**config.mk**
```make
export PLATFORM = sky130hd
export DESIGN_NAME = ltmc_top
export DESIGN_NICKNAME = d
export VERILOG_FILES = /design/src/rtl/ltmc_pkg.sv /design/src/rtl/ltmc_stream_if.sv /design/src/rtl/ltmc_fifo.sv /design/src/rtl/ltmc_top.sv
export SDC_FILE = /design/constraint.sdc
export NUM_CORES = 1
export LEC_CHECK = 0
export BUFFER_PORTS_ARGS = -buffer_cell sky130_fd_sc_hd__buf_4
export CORE_MARGIN = 2
export CORE_UTILIZATION = 65
export CTS_CLUSTER_DIAMETER = 120
export DETAILED_ROUTE_END_ITERATION = 8
export PLACE_DENSITY = 0.84
export REMOVE_ABC_BUFFERS = 1
export SLEW_MARGIN = 40
export SYNTH_ARGS = -nofsm -noshare
export SYNTH_HDL_FRONTEND = slang
export SYNTH_SLANG_ARGS = --single-unit
```
**constraint.sdc**
```tcl
create_clock -name ref_clk_i -period 4.5 [get_ports ref_clk_i]
set_input_delay 0.225 -clock ref_clk_i [delete_from_list [all_inputs] [get_ports ref_clk_i]]
set_output_delay 0.225 -clock ref_clk_i [all_outputs]
set_load 0.05 [all_outputs]
```
**src/rtl/ltmc_pkg.sv**
```systemverilog
// shared constants and types for the transceiver mode controller
package ltmc_pkg;

  // clock and bit rate
  localparam int unsigned CLK_HZ         = 200_000_000;
  localparam int unsigned CLK_PERIOD_PS  = 5_000;
  localparam int unsigned BAUD_MAX       = 20_000;
  localparam int unsigned BIT_CYCLES     = CLK_HZ / BAUD_MAX;

  // wake-up and bus glitch filter lengths, in cycles
  localparam int unsigned LIN_FILT_CYCLES = 32;
  localparam int unsigned WUP_FILT_CYCLES = 32;

  // transmit buffer
  localparam int unsigned FIFO_WIDTH     = 1;
  localparam int unsigned FIFO_DEPTH     = 16;

  // filter channel positions
  localparam int unsigned CH_LIN         = 0;
  localparam int unsigned CH_WUP         = 1;
  localparam int unsigned CH_COUNT       = 2;

  // values after reset
  localparam logic        TX_BIT_RESET   = 1'b1;
  localparam logic        RXD_RESET      = 1'b1;
  localparam logic        INH_RESET      = 1'b1;
  localparam logic        DRV_EN_RESET   = 1'b1;

  // pull source defaults for undriven inputs
  localparam logic        TXD_PULL       = 1'b1;
  localparam logic        EN_PULL        = 1'b0;

  typedef enum logic [3:0] {
    MODE_STANDBY = 4'h1,
    MODE_NORMAL  = 4'h2,
    MODE_SLEEP   = 4'h4,
    MODE_SHORT   = 4'h8
  } ltmc_mode_type;

endpackage : ltmc_pkg

```
**src/rtl/ltmc_stream_if.sv**
```systemverilog
// valid/ready stream carrier between the controller and its buffer
`timescale 1ns/1ps
interface ltmc_stream_if #(
  parameter int unsigned WIDTH = 1
);
  logic             valid;
  logic             ready;
  logic [WIDTH-1:0] data;

  modport producer (output valid, output data, input ready);
  modport consumer (input valid, input data, output ready);
endinterface : ltmc_stream_if

```
**src/rtl/ltmc_fifo.sv**
```systemverilog
// synchronous fifo with valid/ready on both sides
`timescale 1ns/1ps
module ltmc_fifo #(
  parameter int unsigned WIDTH = 1,
  parameter int unsigned DEPTH = 16
) (
  // clock and reset
  input  wire logic ref_clk_i,
  input  wire logic rst_n_i,
  input  wire logic flush_i,
  // fill and drain sides
  ltmc_stream_if.consumer wr_s,
  ltmc_stream_if.producer rd_s
);
  localparam int unsigned AW = (DEPTH > 1) ? $clog2(DEPTH) : 1;

  logic [WIDTH-1:0] mem_reg [DEPTH];
  logic [AW-1:0]    wr_ptr_reg;
  logic [AW-1:0]    rd_ptr_reg;
  logic [AW:0]      count_reg;
  logic             push;
  logic             pop;

  assign wr_s.ready = (count_reg != (AW+1)'(DEPTH)) && !flush_i;
  assign rd_s.valid = (count_reg != '0) && !flush_i;
  assign rd_s.data  = mem_reg[rd_ptr_reg];
  assign push       = wr_s.valid && wr_s.ready;
  assign pop        = rd_s.valid && rd_s.ready;

  always_ff @(posedge ref_clk_i) begin
    if (push) begin
      mem_reg[wr_ptr_reg] <= wr_s.data;
    end
  end

  always_ff @(posedge ref_clk_i or negedge rst_n_i) begin
    if (!rst_n_i) begin
      wr_ptr_reg <= '0;
      rd_ptr_reg <= '0;
      count_reg  <= '0;
    end else if (flush_i) begin
      wr_ptr_reg <= '0;
      rd_ptr_reg <= '0;
      count_reg  <= '0;
    end else begin
      if (push) begin
        wr_ptr_reg <= (wr_ptr_reg == AW'(DEPTH - 1)) ? '0 : wr_ptr_reg + 1'b1;
      end
      if (pop) begin
        rd_ptr_reg <= (rd_ptr_reg == AW'(DEPTH - 1)) ? '0 : rd_ptr_reg + 1'b1;
      end
      if (push && !pop) begin
        count_reg <= count_reg + 1'b1;
      end else if (pop && !push) begin
        count_reg <= count_reg - 1'b1;
      end
    end
  end

endmodule : ltmc_fifo

```
**src/rtl/ltmc_top.sv**
```systemverilog
// single-wire bus transceiver mode controller with buffered transmit path
`timescale 1ns/1ps

//
// Contract
// RULE_01 - normal mode, control low, no wake pending: go to sleep
// RULE_02 - short mode goes to sleep once bus short is gone
// RULE_03 - entering sleep drops regulator inhibit output low
// RULE_04 - sleep ignores transmit input, never drives bus dominant
// RULE_05 - sleep: bus dominant or local wake edge goes to standby
// RULE_06 - bus and local wake inputs are glitch filtered
// RULE_07 - control input high wakes from sleep as valid wake-up
// RULE_08 - every valid wake-up raises regulator inhibit output high
// RULE_09 - bus wake-up drives receive output dominant low as interrupt
// RULE_10 - control low on shorted bus holds short mode until recessive
// RULE_11 - undriven transmit and control inputs default to recessive-safe levels
// RULE_12 - over-temperature disables driver until cooled flag clears
// RULE_13 - after reset the controller starts in standby
// RULE_14 - standby passes bus to receive output, blocks transmit
// RULE_15 - normal entered only from standby or sleep with control high
// RULE_16 - short mode: receive hi-z, inhibit low, transmit ignored
// RULE_17 - filter lengths are cycle-count parameters
// RULE_18 - normal: low transmit drives bus dominant, receive mirrors bus
module ltmc_top #(
  parameter int unsigned BIT_CYCLES      = ltmc_pkg::BIT_CYCLES,
  parameter int unsigned LIN_FILT_CYCLES = ltmc_pkg::LIN_FILT_CYCLES,
  parameter int unsigned WUP_FILT_CYCLES = ltmc_pkg::WUP_FILT_CYCLES,
  parameter int unsigned FIFO_WIDTH      = ltmc_pkg::FIFO_WIDTH,
  parameter int unsigned FIFO_DEPTH      = ltmc_pkg::FIFO_DEPTH
) (
  // clock and reset
  input  wire logic ref_clk_i,
  input  wire logic rst_n_i,
  // controller side
  input  wire logic txd_i,
  input  wire logic txd_driven_i,
  input  wire logic mode_en_i,
  input  wire logic mode_en_driven_i,
  output logic      tx_ready_o,
  output logic      rxd_o,
  output logic      rxd_oe_o,
  // local wake and regulator
  input  wire logic local_wake_input_i,
  output logic      regulator_inhibit_out_o,
  // thermal sensor
  input  wire logic overtemp_i,
  // bus pin, open drain
  input  wire logic lin_i,
  output logic      lin_o,
  output logic      lin_oe_o,
  // status
  output logic [3:0] mode_o,
  output logic      remote_wake_o
);
  localparam int unsigned BW = (BIT_CYCLES > 1) ? $clog2(BIT_CYCLES) : 1;
  localparam int unsigned FW =
    $clog2(((LIN_FILT_CYCLES > WUP_FILT_CYCLES) ? LIN_FILT_CYCLES : WUP_FILT_CYCLES) + 1);

  ltmc_pkg::ltmc_mode_type mode_reg;
  ltmc_pkg::ltmc_mode_type mode_next;

  logic                txd_eff;
  logic                en_eff;
  logic [BW-1:0]       bit_cnt_reg;
  logic                bit_tick;
  logic [ltmc_pkg::CH_COUNT-1:0] filt_raw;
  logic [ltmc_pkg::CH_COUNT-1:0] filt_reg;
  logic                seeded_reg;
  logic                wup_prev_reg;
  logic                lin_dom;
  logic                wup_edge;
  logic                remote_wake_reg;
  logic                drv_en_reg;
  logic                tx_bit_reg;
  logic                rxd_reg;
  logic                rxd_oe_reg;
  logic                inh_reg;
  logic                lin_oe_reg;
  logic                tx_active;

  ltmc_stream_if #(.WIDTH(FIFO_WIDTH)) wr_s ();
  ltmc_stream_if #(.WIDTH(FIFO_WIDTH)) rd_s ();

  // pull sources for undriven pins
  assign txd_eff = txd_driven_i ? txd_i : ltmc_pkg::TXD_PULL;         // RULE_11
  assign en_eff  = mode_en_driven_i ? mode_en_i : ltmc_pkg::EN_PULL;  // RULE_11

  // bit-rate enable
  always_ff @(posedge ref_clk_i or negedge rst_n_i) begin
    if (!rst_n_i) begin
      bit_cnt_reg <= '0;
    end else if (bit_cnt_reg == BW'(BIT_CYCLES - 1)) begin
      bit_cnt_reg <= '0;
    end else begin
      bit_cnt_reg <= bit_cnt_reg + 1'b1;
    end
  end

  assign bit_tick = (bit_cnt_reg == BW'(BIT_CYCLES - 1));

  // glitch filters: level must hold for the full count
  assign filt_raw[ltmc_pkg::CH_LIN] = ~lin_i;
  assign filt_raw[ltmc_pkg::CH_WUP] = local_wake_input_i;

  always_ff @(posedge ref_clk_i or negedge rst_n_i) begin
    if (!rst_n_i) begin
      seeded_reg <= 1'b0;
    end else begin
      seeded_reg <= 1'b1;
    end
  end

  for (genvar ch = 0; ch < ltmc_pkg::CH_COUNT; ch++) begin : g_filt
    localparam int unsigned LEN =
      (ch == ltmc_pkg::CH_LIN) ? LIN_FILT_CYCLES : WUP_FILT_CYCLES;
    logic [FW-1:0] cnt_reg;

    always_ff @(posedge ref_clk_i or negedge rst_n_i) begin
      if (!rst_n_i) begin
        cnt_reg     <= '0;
        filt_reg[ch] <= 1'b0;
      end else if (!seeded_reg) begin
        cnt_reg     <= '0;
        filt_reg[ch] <= filt_raw[ch];
      end else if (filt_raw[ch] == filt_reg[ch]) begin
        cnt_reg <= '0;                                                 // RULE_06
      end else if (cnt_reg >= FW'(LEN - 1)) begin
        cnt_reg     <= '0;
        filt_reg[ch] <= filt_raw[ch];                                  // RULE_17
      end else begin
        cnt_reg <= cnt_reg + 1'b1;
      end
    end
  end

  assign lin_dom = filt_reg[ltmc_pkg::CH_LIN];

  // edge of filtered local wake level
  always_ff @(posedge ref_clk_i or negedge rst_n_i) begin
    if (!rst_n_i) begin
      wup_prev_reg <= 1'b0;
    end else if (!seeded_reg) begin
      wup_prev_reg <= filt_raw[ltmc_pkg::CH_WUP];
    end else begin
      wup_prev_reg <= filt_reg[ltmc_pkg::CH_WUP];
    end
  end

  assign wup_edge = seeded_reg && (wup_prev_reg != filt_reg[ltmc_pkg::CH_WUP]); // RULE_05

  // mode sequencing
  always_comb begin
    mode_next = mode_reg;
    case (mode_reg)
      ltmc_pkg::MODE_STANDBY: begin
        if (en_eff) begin
          mode_next = ltmc_pkg::MODE_NORMAL;                           // RULE_15
        end
      end
      ltmc_pkg::MODE_NORMAL: begin
        if (!en_eff) begin
          if (lin_dom) begin
            mode_next = ltmc_pkg::MODE_SHORT;                          // RULE_10
          end else if (wup_edge) begin
            mode_next = ltmc_pkg::MODE_STANDBY;
          end else begin
            mode_next = ltmc_pkg::MODE_SLEEP;                          // RULE_01
          end
        end
      end
      ltmc_pkg::MODE_SLEEP: begin
        if (en_eff) begin
          mode_next = ltmc_pkg::MODE_NORMAL;                           // RULE_07
        end else if (lin_dom || wup_edge) begin
          mode_next = ltmc_pkg::MODE_STANDBY;                          // RULE_05
        end
      end
      ltmc_pkg::MODE_SHORT: begin
        if (!lin_dom) begin
          mode_next = ltmc_pkg::MODE_SLEEP;                            // RULE_02
        end
      end
      default: begin
        mode_next = ltmc_pkg::MODE_STANDBY;
      end
    endcase
  end

  always_ff @(posedge ref_clk_i or negedge rst_n_i) begin
    if (!rst_n_i) begin
      mode_reg <= ltmc_pkg::MODE_STANDBY;                              // RULE_13
    end else begin
      mode_reg <= mode_next;
    end
  end

  // remote wake marker, held until normal mode is entered
  always_ff @(posedge ref_clk_i or negedge rst_n_i) begin
    if (!rst_n_i) begin
      remote_wake_reg <= 1'b0;
    end else if (mode_reg == ltmc_pkg::MODE_SLEEP &&
                 mode_next == ltmc_pkg::MODE_STANDBY && lin_dom) begin
      remote_wake_reg <= 1'b1;                                         // RULE_09
    end else if (mode_next != ltmc_pkg::MODE_STANDBY) begin
      remote_wake_reg <= 1'b0;
    end
  end

  // regulator inhibit: high while awake
  always_ff @(posedge ref_clk_i or negedge rst_n_i) begin
    if (!rst_n_i) begin
      inh_reg <= ltmc_pkg::INH_RESET;
    end else if (mode_next == ltmc_pkg::MODE_SLEEP ||
                 mode_next == ltmc_pkg::MODE_SHORT) begin
      inh_reg <= 1'b0;                                                 // RULE_03 RULE_16
    end else begin
      inh_reg <= 1'b1;                                                 // RULE_08
    end
  end

  // thermal shutdown of the driver stage
  always_ff @(posedge ref_clk_i or negedge rst_n_i) begin
    if (!rst_n_i) begin
      drv_en_reg <= ltmc_pkg::DRV_EN_RESET;
    end else begin
      drv_en_reg <= !overtemp_i;                                       // RULE_12
    end
  end

  // transmit path: sample per bit into the buffer, drain to the bus
  assign tx_active  = (mode_reg == ltmc_pkg::MODE_NORMAL);
  assign wr_s.valid = tx_active && bit_tick;
  assign wr_s.data  = FIFO_WIDTH'(txd_eff);
  assign rd_s.ready = tx_active && drv_en_reg && bit_tick;             // RULE_12
  assign tx_ready_o = wr_s.ready && tx_active;

  ltmc_fifo #(
    .WIDTH (FIFO_WIDTH),
    .DEPTH (FIFO_DEPTH)
  ) u_fifo (
    .ref_clk_i (ref_clk_i),
    .rst_n_i   (rst_n_i),
    .flush_i   (!tx_active),                                           // RULE_04 RULE_14
    .wr_s      (wr_s),
    .rd_s      (rd_s)
  );

  always_ff @(posedge ref_clk_i or negedge rst_n_i) begin
    if (!rst_n_i) begin
      tx_bit_reg <= ltmc_pkg::TX_BIT_RESET;
    end else if (!tx_active) begin
      tx_bit_reg <= 1'b1;                                              // RULE_16
    end else if (rd_s.valid && rd_s.ready) begin
      tx_bit_reg <= rd_s.data[0];
    end
  end

  always_ff @(posedge ref_clk_i or negedge rst_n_i) begin
    if (!rst_n_i) begin
      lin_oe_reg <= 1'b0;
    end else begin
      lin_oe_reg <= tx_active && (mode_next == ltmc_pkg::MODE_NORMAL) &&
                    drv_en_reg && !tx_bit_reg;                         // RULE_18 RULE_04
    end
  end

  // receive output
  always_ff @(posedge ref_clk_i or negedge rst_n_i) begin
    if (!rst_n_i) begin
      rxd_reg    <= ltmc_pkg::RXD_RESET;
      rxd_oe_reg <= 1'b1;
    end else begin
      case (mode_reg)
        ltmc_pkg::MODE_NORMAL: begin
          rxd_reg    <= lin_i;                                         // RULE_18
          rxd_oe_reg <= 1'b1;
        end
        ltmc_pkg::MODE_STANDBY: begin
          rxd_reg    <= remote_wake_reg ? 1'b0 : lin_i;                // RULE_09 RULE_14
          rxd_oe_reg <= 1'b1;
        end
        ltmc_pkg::MODE_SHORT: begin
          rxd_reg    <= 1'b1;
          rxd_oe_reg <= 1'b0;                                          // RULE_16
        end
        default: begin
          rxd_reg    <= 1'b1;
          rxd_oe_reg <= 1'b1;
        end
      endcase
    end
  end

  assign rxd_o                   = rxd_reg;
  assign rxd_oe_o                = rxd_oe_reg;
  assign regulator_inhibit_out_o = inh_reg;
  assign lin_o                   = 1'b0;
  assign lin_oe_o                = lin_oe_reg;
  assign mode_o                  = mode_reg;
  assign remote_wake_o           = remote_wake_reg;

endmodule : ltmc_top

```
==> results of run 1 <==
==> synth_stat cells, types with 3 or more instances <==
cell type	number
a21o_1	3
a21oi_1	21
a31oi_1	3
and2_1	10
and3_1	11
and4_1	7
buf_2	3
clkbuf_1	8
dfrtp_1	48
dfstp_2	6
edfxtp_1	16
ha_1	12
inv_1	15
mux2_2	3
mux2i_1	4
mux4_2	4
nand2_1	9
nand2b_1	4
nand3_1	13
nand4_1	7
nor2_1	25
nor3_1	6
nor3b_1	3
nor4_1	4
nor4b_1	3
o211ai_1	3
o21ai_0	13
o31ai_1	6
o41ai_1	3
or4_1	6
xnor2_1	8
xor2_1	12
==> routing by layer <==
| layer | GRT usage [%] | part of all wire [%] | vias to the layer above | wire length [µm] |
|---|---|---|---|---|
| met5 | 0 | 0 | - | 0 |
| met4 | 9.82 | 1.7 | 0 | 117 |
| met3 | 7.67 | 6.2 | 15 | 423 |
| met2 | 39.2 | 47 | 92 | 3200 |
| met1 | 35.6 | 45 | 1255 | 3110 |
| li1 | - | - | 1218 | - |
==> repair_timing <==
action / CTS / global route
hold buffers: 2 / 0
endpoints found under the setup margin: 0 / 0
hold endpoints to repair: 49 / 0
==> worst max-delay path: stages (launching register included) <==
cell	delay [ps]
dfrtp_1	500
or4b_1	840
a21o_4	330
nor2_1	290
nand2_1	250
fa_1	480
a21o_1	210
a211oi_1	230
a211oi_1	80
a21oi_1	140
==> power breakdown <==
part,leakage [nW],total [mW],switching [mW],internal (mW)
clock,0.0947,0.493,0.222,0.271
combinational,0.653,0.173,0.116,0.0565
sequential,0.860,0.707,0.0304,0.677
==> worst max path at each step <==
stage / end / slack, ps / cells past startpoint
final: u_fifo.count_reg[4]$_DFFE_PN0P_ / 1070 / 9
after global routing: u_fifo.count_reg[4]$_DFFE_PN0P_ / 830 / 9
after CTS: u_fifo.count_reg[4]$_DFFE_PN0P_ / 1100 / 9
after detailed placement: u_fifo.count_reg[4]$_DFFE_PN0P_ / 1140 / 9
after global placement: u_fifo.count_reg[4]$_DFFE_PN0P_ / 1310 / 9
after floorplan: u_fifo.count_reg[4]$_DFFE_PN0P_ / 1330 / 9
==> per-stage QoR <==
step / util [%] / setup slack (ps) / instances / hold slack, ps
2_1_floorplan: - / 1330 / 308 / -70.6
3_3_place_gp: 71.4 / 1310 / 397 / 299
3_5_place_dp: 71.4 / 1140 / 397 / 304
4_1_cts: 75.4 / 1100 / 415 / 76.5
5_1_grt: 75.4 / 829 / 415 / 80.5
6_report: 75.4 / 1070 / 415 / 88.2
==> area by class of cell <==
cell class | instances | area share (%)
clock inverters | 2 | 0.898
flip-flops and latches | 70 | 47.1
inverters | 15 | 1.44
multi-input cells | 223 | 40.2
clock buffers | 14 | 3.91
well taps | 70 | 2.25
repair buffers | 21 | 4.17
==> cell families (layout without fill, tap and decap cells) <==
group / Yosys count / in the layout / synth area share (%)
AOI/OAI and AO/OA: 60 / 60 / 10.5
other: 2 / 2 / 0.212
DFF: 70 / 70 / 52.0
muxes: 11 / 11 / 4.64
xor gates and xnor gates: 20 / 20 / 4.95
and+or+nand+nor: 117 / 117 / 19.2
buffers and inverters: 30 / 52 / 3.64
adders and majority gates: 13 / 13 / 4.81
==> impl_results.md, run 1 <==
* I/O Buffers at 18
* Slew headroom at 55.0%
* DR iter-0 viols at 220
* Status: complete, no violations
* Syn. warnings at 0
* Most common cell after layout, fill and taps aside: dfrtp_1
* Final Total Pwr at 1.37 mW
* Via count at 2580
* Static leakage at 1.61 nW
* F_max at 292 MHz
* Nets at 362
* DRC viols at 0
* Post-Route WL at 6860 µm
* Largest net degree at the start of global routing at 55
* Critical path startpoint: mode_o[3]$_DFF_PN0_
* Vias per Instance at 6.22
* Critical path capture point type: flop
* GRT Util Overall at 25.9%
* Clock Skew at 9.02 ps
* Routability cong. at 0.805
* Initial cell density of the core at 68.4%
* Final setup viols at 0
* Worst hold stages at 2
* Multi-input gate area at 0.00157 mm²
* Area grow syn2layout at 10.3%
* R2R depth at 9
* Fraction of registers with async set/reset at 77.1%
* Synth Flop Type: dfrtp_1
* Max_cap viols at 0
* Post-synth EDFFs at 16
* I/O pin count at 20
* Post-Syn Area at 0.00354 mm²
* Reg-to-Reg End: u_fifo.count_reg[4]$_DFFE_PN0P_
* Crit Path Category: reg -> reg
* GRT overflow at 0
* Layout cells sized above 1 at 13.3%
* Half-perimeter wire length after placement at 4610 µm
* Post_cts resized at 0
* Share of Yosys cell area claimed by the top area cell type at 34.0%
* TNS Setup at 0 ps
* Vias in the first global route at 2526
* #FFs+latches synth at 70
* Ant. Diodes at 0
* Synth area leader: dfrtp_1
* CORE AREA at 0.00517 mm²
* Reg2reg setup slack at 1070 ps
* Total CTS buffers at 9
* Latest clock arrival within the worst-skew pair at 350 ps
* Final Cell Area at 0.00390 mm²
* CTS tree: done
* Pins Over Slew Limit at 0
* Initial antenna violation count at 0
* Placed Area at 0.00369 mm²
* First-pass GRT wire length at 12000 µm
* Arr. time, crit path at 3700 ps
* Post-DRT Antenna Nets at 0
* Drt pass-1 iters at 5
* Clock Path Buffers at 2
* Crit-path max FO at 16
* Post-Syn Instances at 323
* Num rows at 26
* Reg clk slew, reported paths at 70 ps
* WP data required at 4770 ps
* Power Density at 352 mW/mm²
* Tightest Pin Transition at 674 ps
* Fin crit share at 76.1%
* RSZ-0062 raised after global routing: no
* Commonest non-fill, non-tap cells in the layout: dfrtp_1 (48), nor2_1 (25), a21oi_1 (21)
* Seq/Total Area, Yosys at 52.0%
* Number of flip-flops under the largest register name at 16
* Die area at 0.00605 mm²
* RR Startpoint: mode_o[3]$_DFF_PN0_
* Worst hold path class: in -> reg
* Area contributors post-synth: dfrtp_1 (34%), edfxtp_1 (14%), dfstp_2 (4.5%)
* Peak supply drop at 316 µV
* Post-Syn Area per Cell at 10.9 µm²
* Worst hold start: lin_i
* Post-layout min period at 3430 ps
* Drt wl/cell at 16.5 µm
* Die Wd at 77.8 µm
* Final count of hold timing violations at 0
* Kind of start point of the critical path: flop
* CTS root buffer: clkbuf_8
* # Post-CTS Setup Buffers at 0
* Hold endpoint: lin_dom$_DFFE_PN0P_
* Distinct cells, synth at 50
* CTS Sinks at 70
* H-tree depth at 3
* Filler cells at 348
* Reg area at 0.00184 mm²
* Die Ht at 77.8 µm
(Power assumes the default switching activity.)
==> run 2: changes to the inputs <==
--- a/config.mk
+++ b/config.mk
@@ -7,10 +7,10 @@
 export LEC_CHECK = 0
 export BUFFER_PORTS_ARGS = -buffer_cell sky130_fd_sc_hd__buf_4
 export CORE_MARGIN = 2
-export CORE_UTILIZATION = 65
+export CORE_UTILIZATION = 55
 export CTS_CLUSTER_DIAMETER = 120
 export DETAILED_ROUTE_END_ITERATION = 8
-export PLACE_DENSITY = 0.84
+export PLACE_DENSITY = 0.76
 export REMOVE_ABC_BUFFERS = 1
 export SLEW_MARGIN = 40
 export SYNTH_ARGS = -nofsm -noshare
==> constraint.sdc (replaced) <==
create_clock -name ref_clk_i -period 2.8 [get_ports ref_clk_i]
set_input_delay 0.14 -clock ref_clk_i [delete_from_list [all_inputs] [get_ports ref_clk_i]]
set_output_delay 0.14 -clock ref_clk_i [all_outputs]
set_load 0.05 [all_outputs]
==> impl_results.md, run 2 (synthesis results as in run 1) <==
* H-tree depth at 3
* Clock power share at 35.5%
* Crit-path max FO at 9
* Half-perimeter wire length after placement at 4610 µm
* CTS Sinks at 70
* Final setup viols at 0
* Die area at 0.00709 mm²
* Critical path capture point type: flop
* Final count of hold timing violations at 0
* I/O pin count at 20
* RR Startpoint: mode_o[0]$_DFF_PN1_
* Status: complete, no violations
* Vias in the first global route at 2476
* Commonest non-fill, non-tap cells in the layout: dfrtp_1 (48), buf_4 (33), nor2_1 (25)
* Fin crit share at 94.1%
* Non-filler cells, final at 437
* Latest clock arrival within the worst-skew pair at 340 ps
* Worst hold start: local_wake_input_i
* I/O Buffers at 18
* Kind of start point of the critical path: flop
* Power Density at 553 mW/mm²
* Crit Path Category: reg -> reg
* Worst hold path class: in -> reg
* Reg2reg setup slack at 160 ps
* GRT overflow at 0
* Via count at 2530
* Clock Path Buffers at 2
* Layout cells sized above 1 at 18.3%
* Net Sw Power at 0.607 mW
* Number of flip-flops under the largest register name at 16
* Post-DRT Antenna Nets at 0
* Most common cell after layout, fill and taps aside: dfrtp_1
* WP data required at 3060 ps
* Static leakage at 1.69 nW
* Max_cap viols at 0
* Die Wd at 84.2 µm
* Finished Core Util at 64.4%
* Initial cell density of the core at 56.3%
* Num rows at 29
* First-pass GRT wire length at 11400 µm
* Ant. Diodes at 0
* DRC viols at 0
* Comb power frac at 14.9%
* Drt pass-1 iters at 4
* Pins Over Slew Limit at 0
* Sw Ratio at 27.2%
* Post-layout min period at 2640 ps
* Peak supply drop at 429 µV
* Reg clk slew, reported paths at 80 ps
* Tightest Pin Transition at 676 ps
* Initial antenna violation count at 0
* Arr. time, crit path at 2900 ps
* Die Ht at 84.2 µm
* TNS Setup at 0 ps
* Critical path startpoint: mode_o[0]$_DFF_PN1_
* Sequential Power Share at 49.6%
* CORE AREA at 0.00628 mm²
* DR iter-0 viols at 162
* Slew headroom at 54.9%
* CTS tree: done
* Placed Instances at 417
* Vias per Instance at 5.79
* Largest net degree at the start of global routing at 55
* Final Total Pwr at 2.23 mW
* Hold_ws at 57.3 ps
* Area grow syn2layout at 14.3%
* Post-Route WL at 6610 µm
* Clock Skew at 10.4 ps
* Routability cong. at 0.861
* CTS root buffer: clkbuf_8
* Internal at 1.63 mW
* Drt wl/cell at 15.1 µm
* GRT Util Overall at 20.6%
* F_max at 379 MHz
* Nets at 377
* RSZ-0062 raised after global routing: no
* Total CTS buffers at 9
==> run 2: cell count changes in the layout (fill, tap and decap cells not counted), sizes merged <==
cell	delta
dlygate4sd3	+1
clkbuf	-3
buf	+14
clkinv	+3
==> run 2: power by group through the flow <==
stage | clock, mW | combinational [mW] | sequential, mW
2_1_floorplan | 0 | 0.111 | 1.22
3_3_place_gp | 0 | 0.325 | 1.13
3_5_place_dp | 0 | 0.328 | 1.13
4_1_cts | 0.807 | 0.332 | 1.11
5_1_grt | 0.854 | 0.358 | 1.11
6_report | 0.794 | 0.333 | 1.11
==> run 2: final cells by class <==
class,instances,area (µm²)
clock buffers,11,141
multi-input cells,223,1580
clock inverters,5,50.0
inverters,15,56.3
well taps,77,96.3
fillers,474,2240
repair buffers,36,278
flip-flops and latches,70,1840
==> run 2: final timing paths <==
check                                                  endpoint  depth (start not counted)
worst max-delay path            u_fifo.count_reg[4]$_DFFE_PN0P_                          9
worst min-delay path                     wup_prev_reg$_DFF_PN0_                          2
worst max register to register  u_fifo.count_reg[4]$_DFFE_PN0P_                          9
worst min register to register         bit_cnt_reg[0]$_DFF_PN0_                          1
max in group asynchronous               filt_reg[1]$_DFFE_PN0P_                          2
min in group asynchronous             bit_cnt_reg[10]$_DFF_PN0_                          2
==> run 2: repair_timing <==
| action | CTS | global route |
|---|---|---|
| gates resized for setup | 0 | 3 |
| hold buffers | 3 | 0 |
| setup buffers | 0 | 1 |
| endpoints found under the setup margin | 0 | 1 |
| hold endpoints to repair | 50 | 0 |
==> run 2: critical path, cell delays in order, from the launching register on <==
cell	delay, ps
dfstp_2	370
or4b_1	560
a21o_4	250
nor2_1	150
nand2_2	130
fa_1	440
a21o_1	230
a211oi_2	230
a211oi_1	80
a21oi_1	120
==> run 2: metrics by stage <==
step	cell area, µm²	worst slack, ps
after floorplan	3460	-367
after global placement	3800	252
after detailed placement	3800	131
after CTS	4020	69.6
after global routing	4040	14.0
final	4040	164
==> run 2: metal layers <==
layer  vias to the layer above  track usage (%)  share of wire, %
met3                         8             5.11               3.1
met1                      1227             27.6                47
li1                       1244                -                 -
met4                         0             8.21               1.2
met5                         -                0                 0
met2                        51             32.6                49
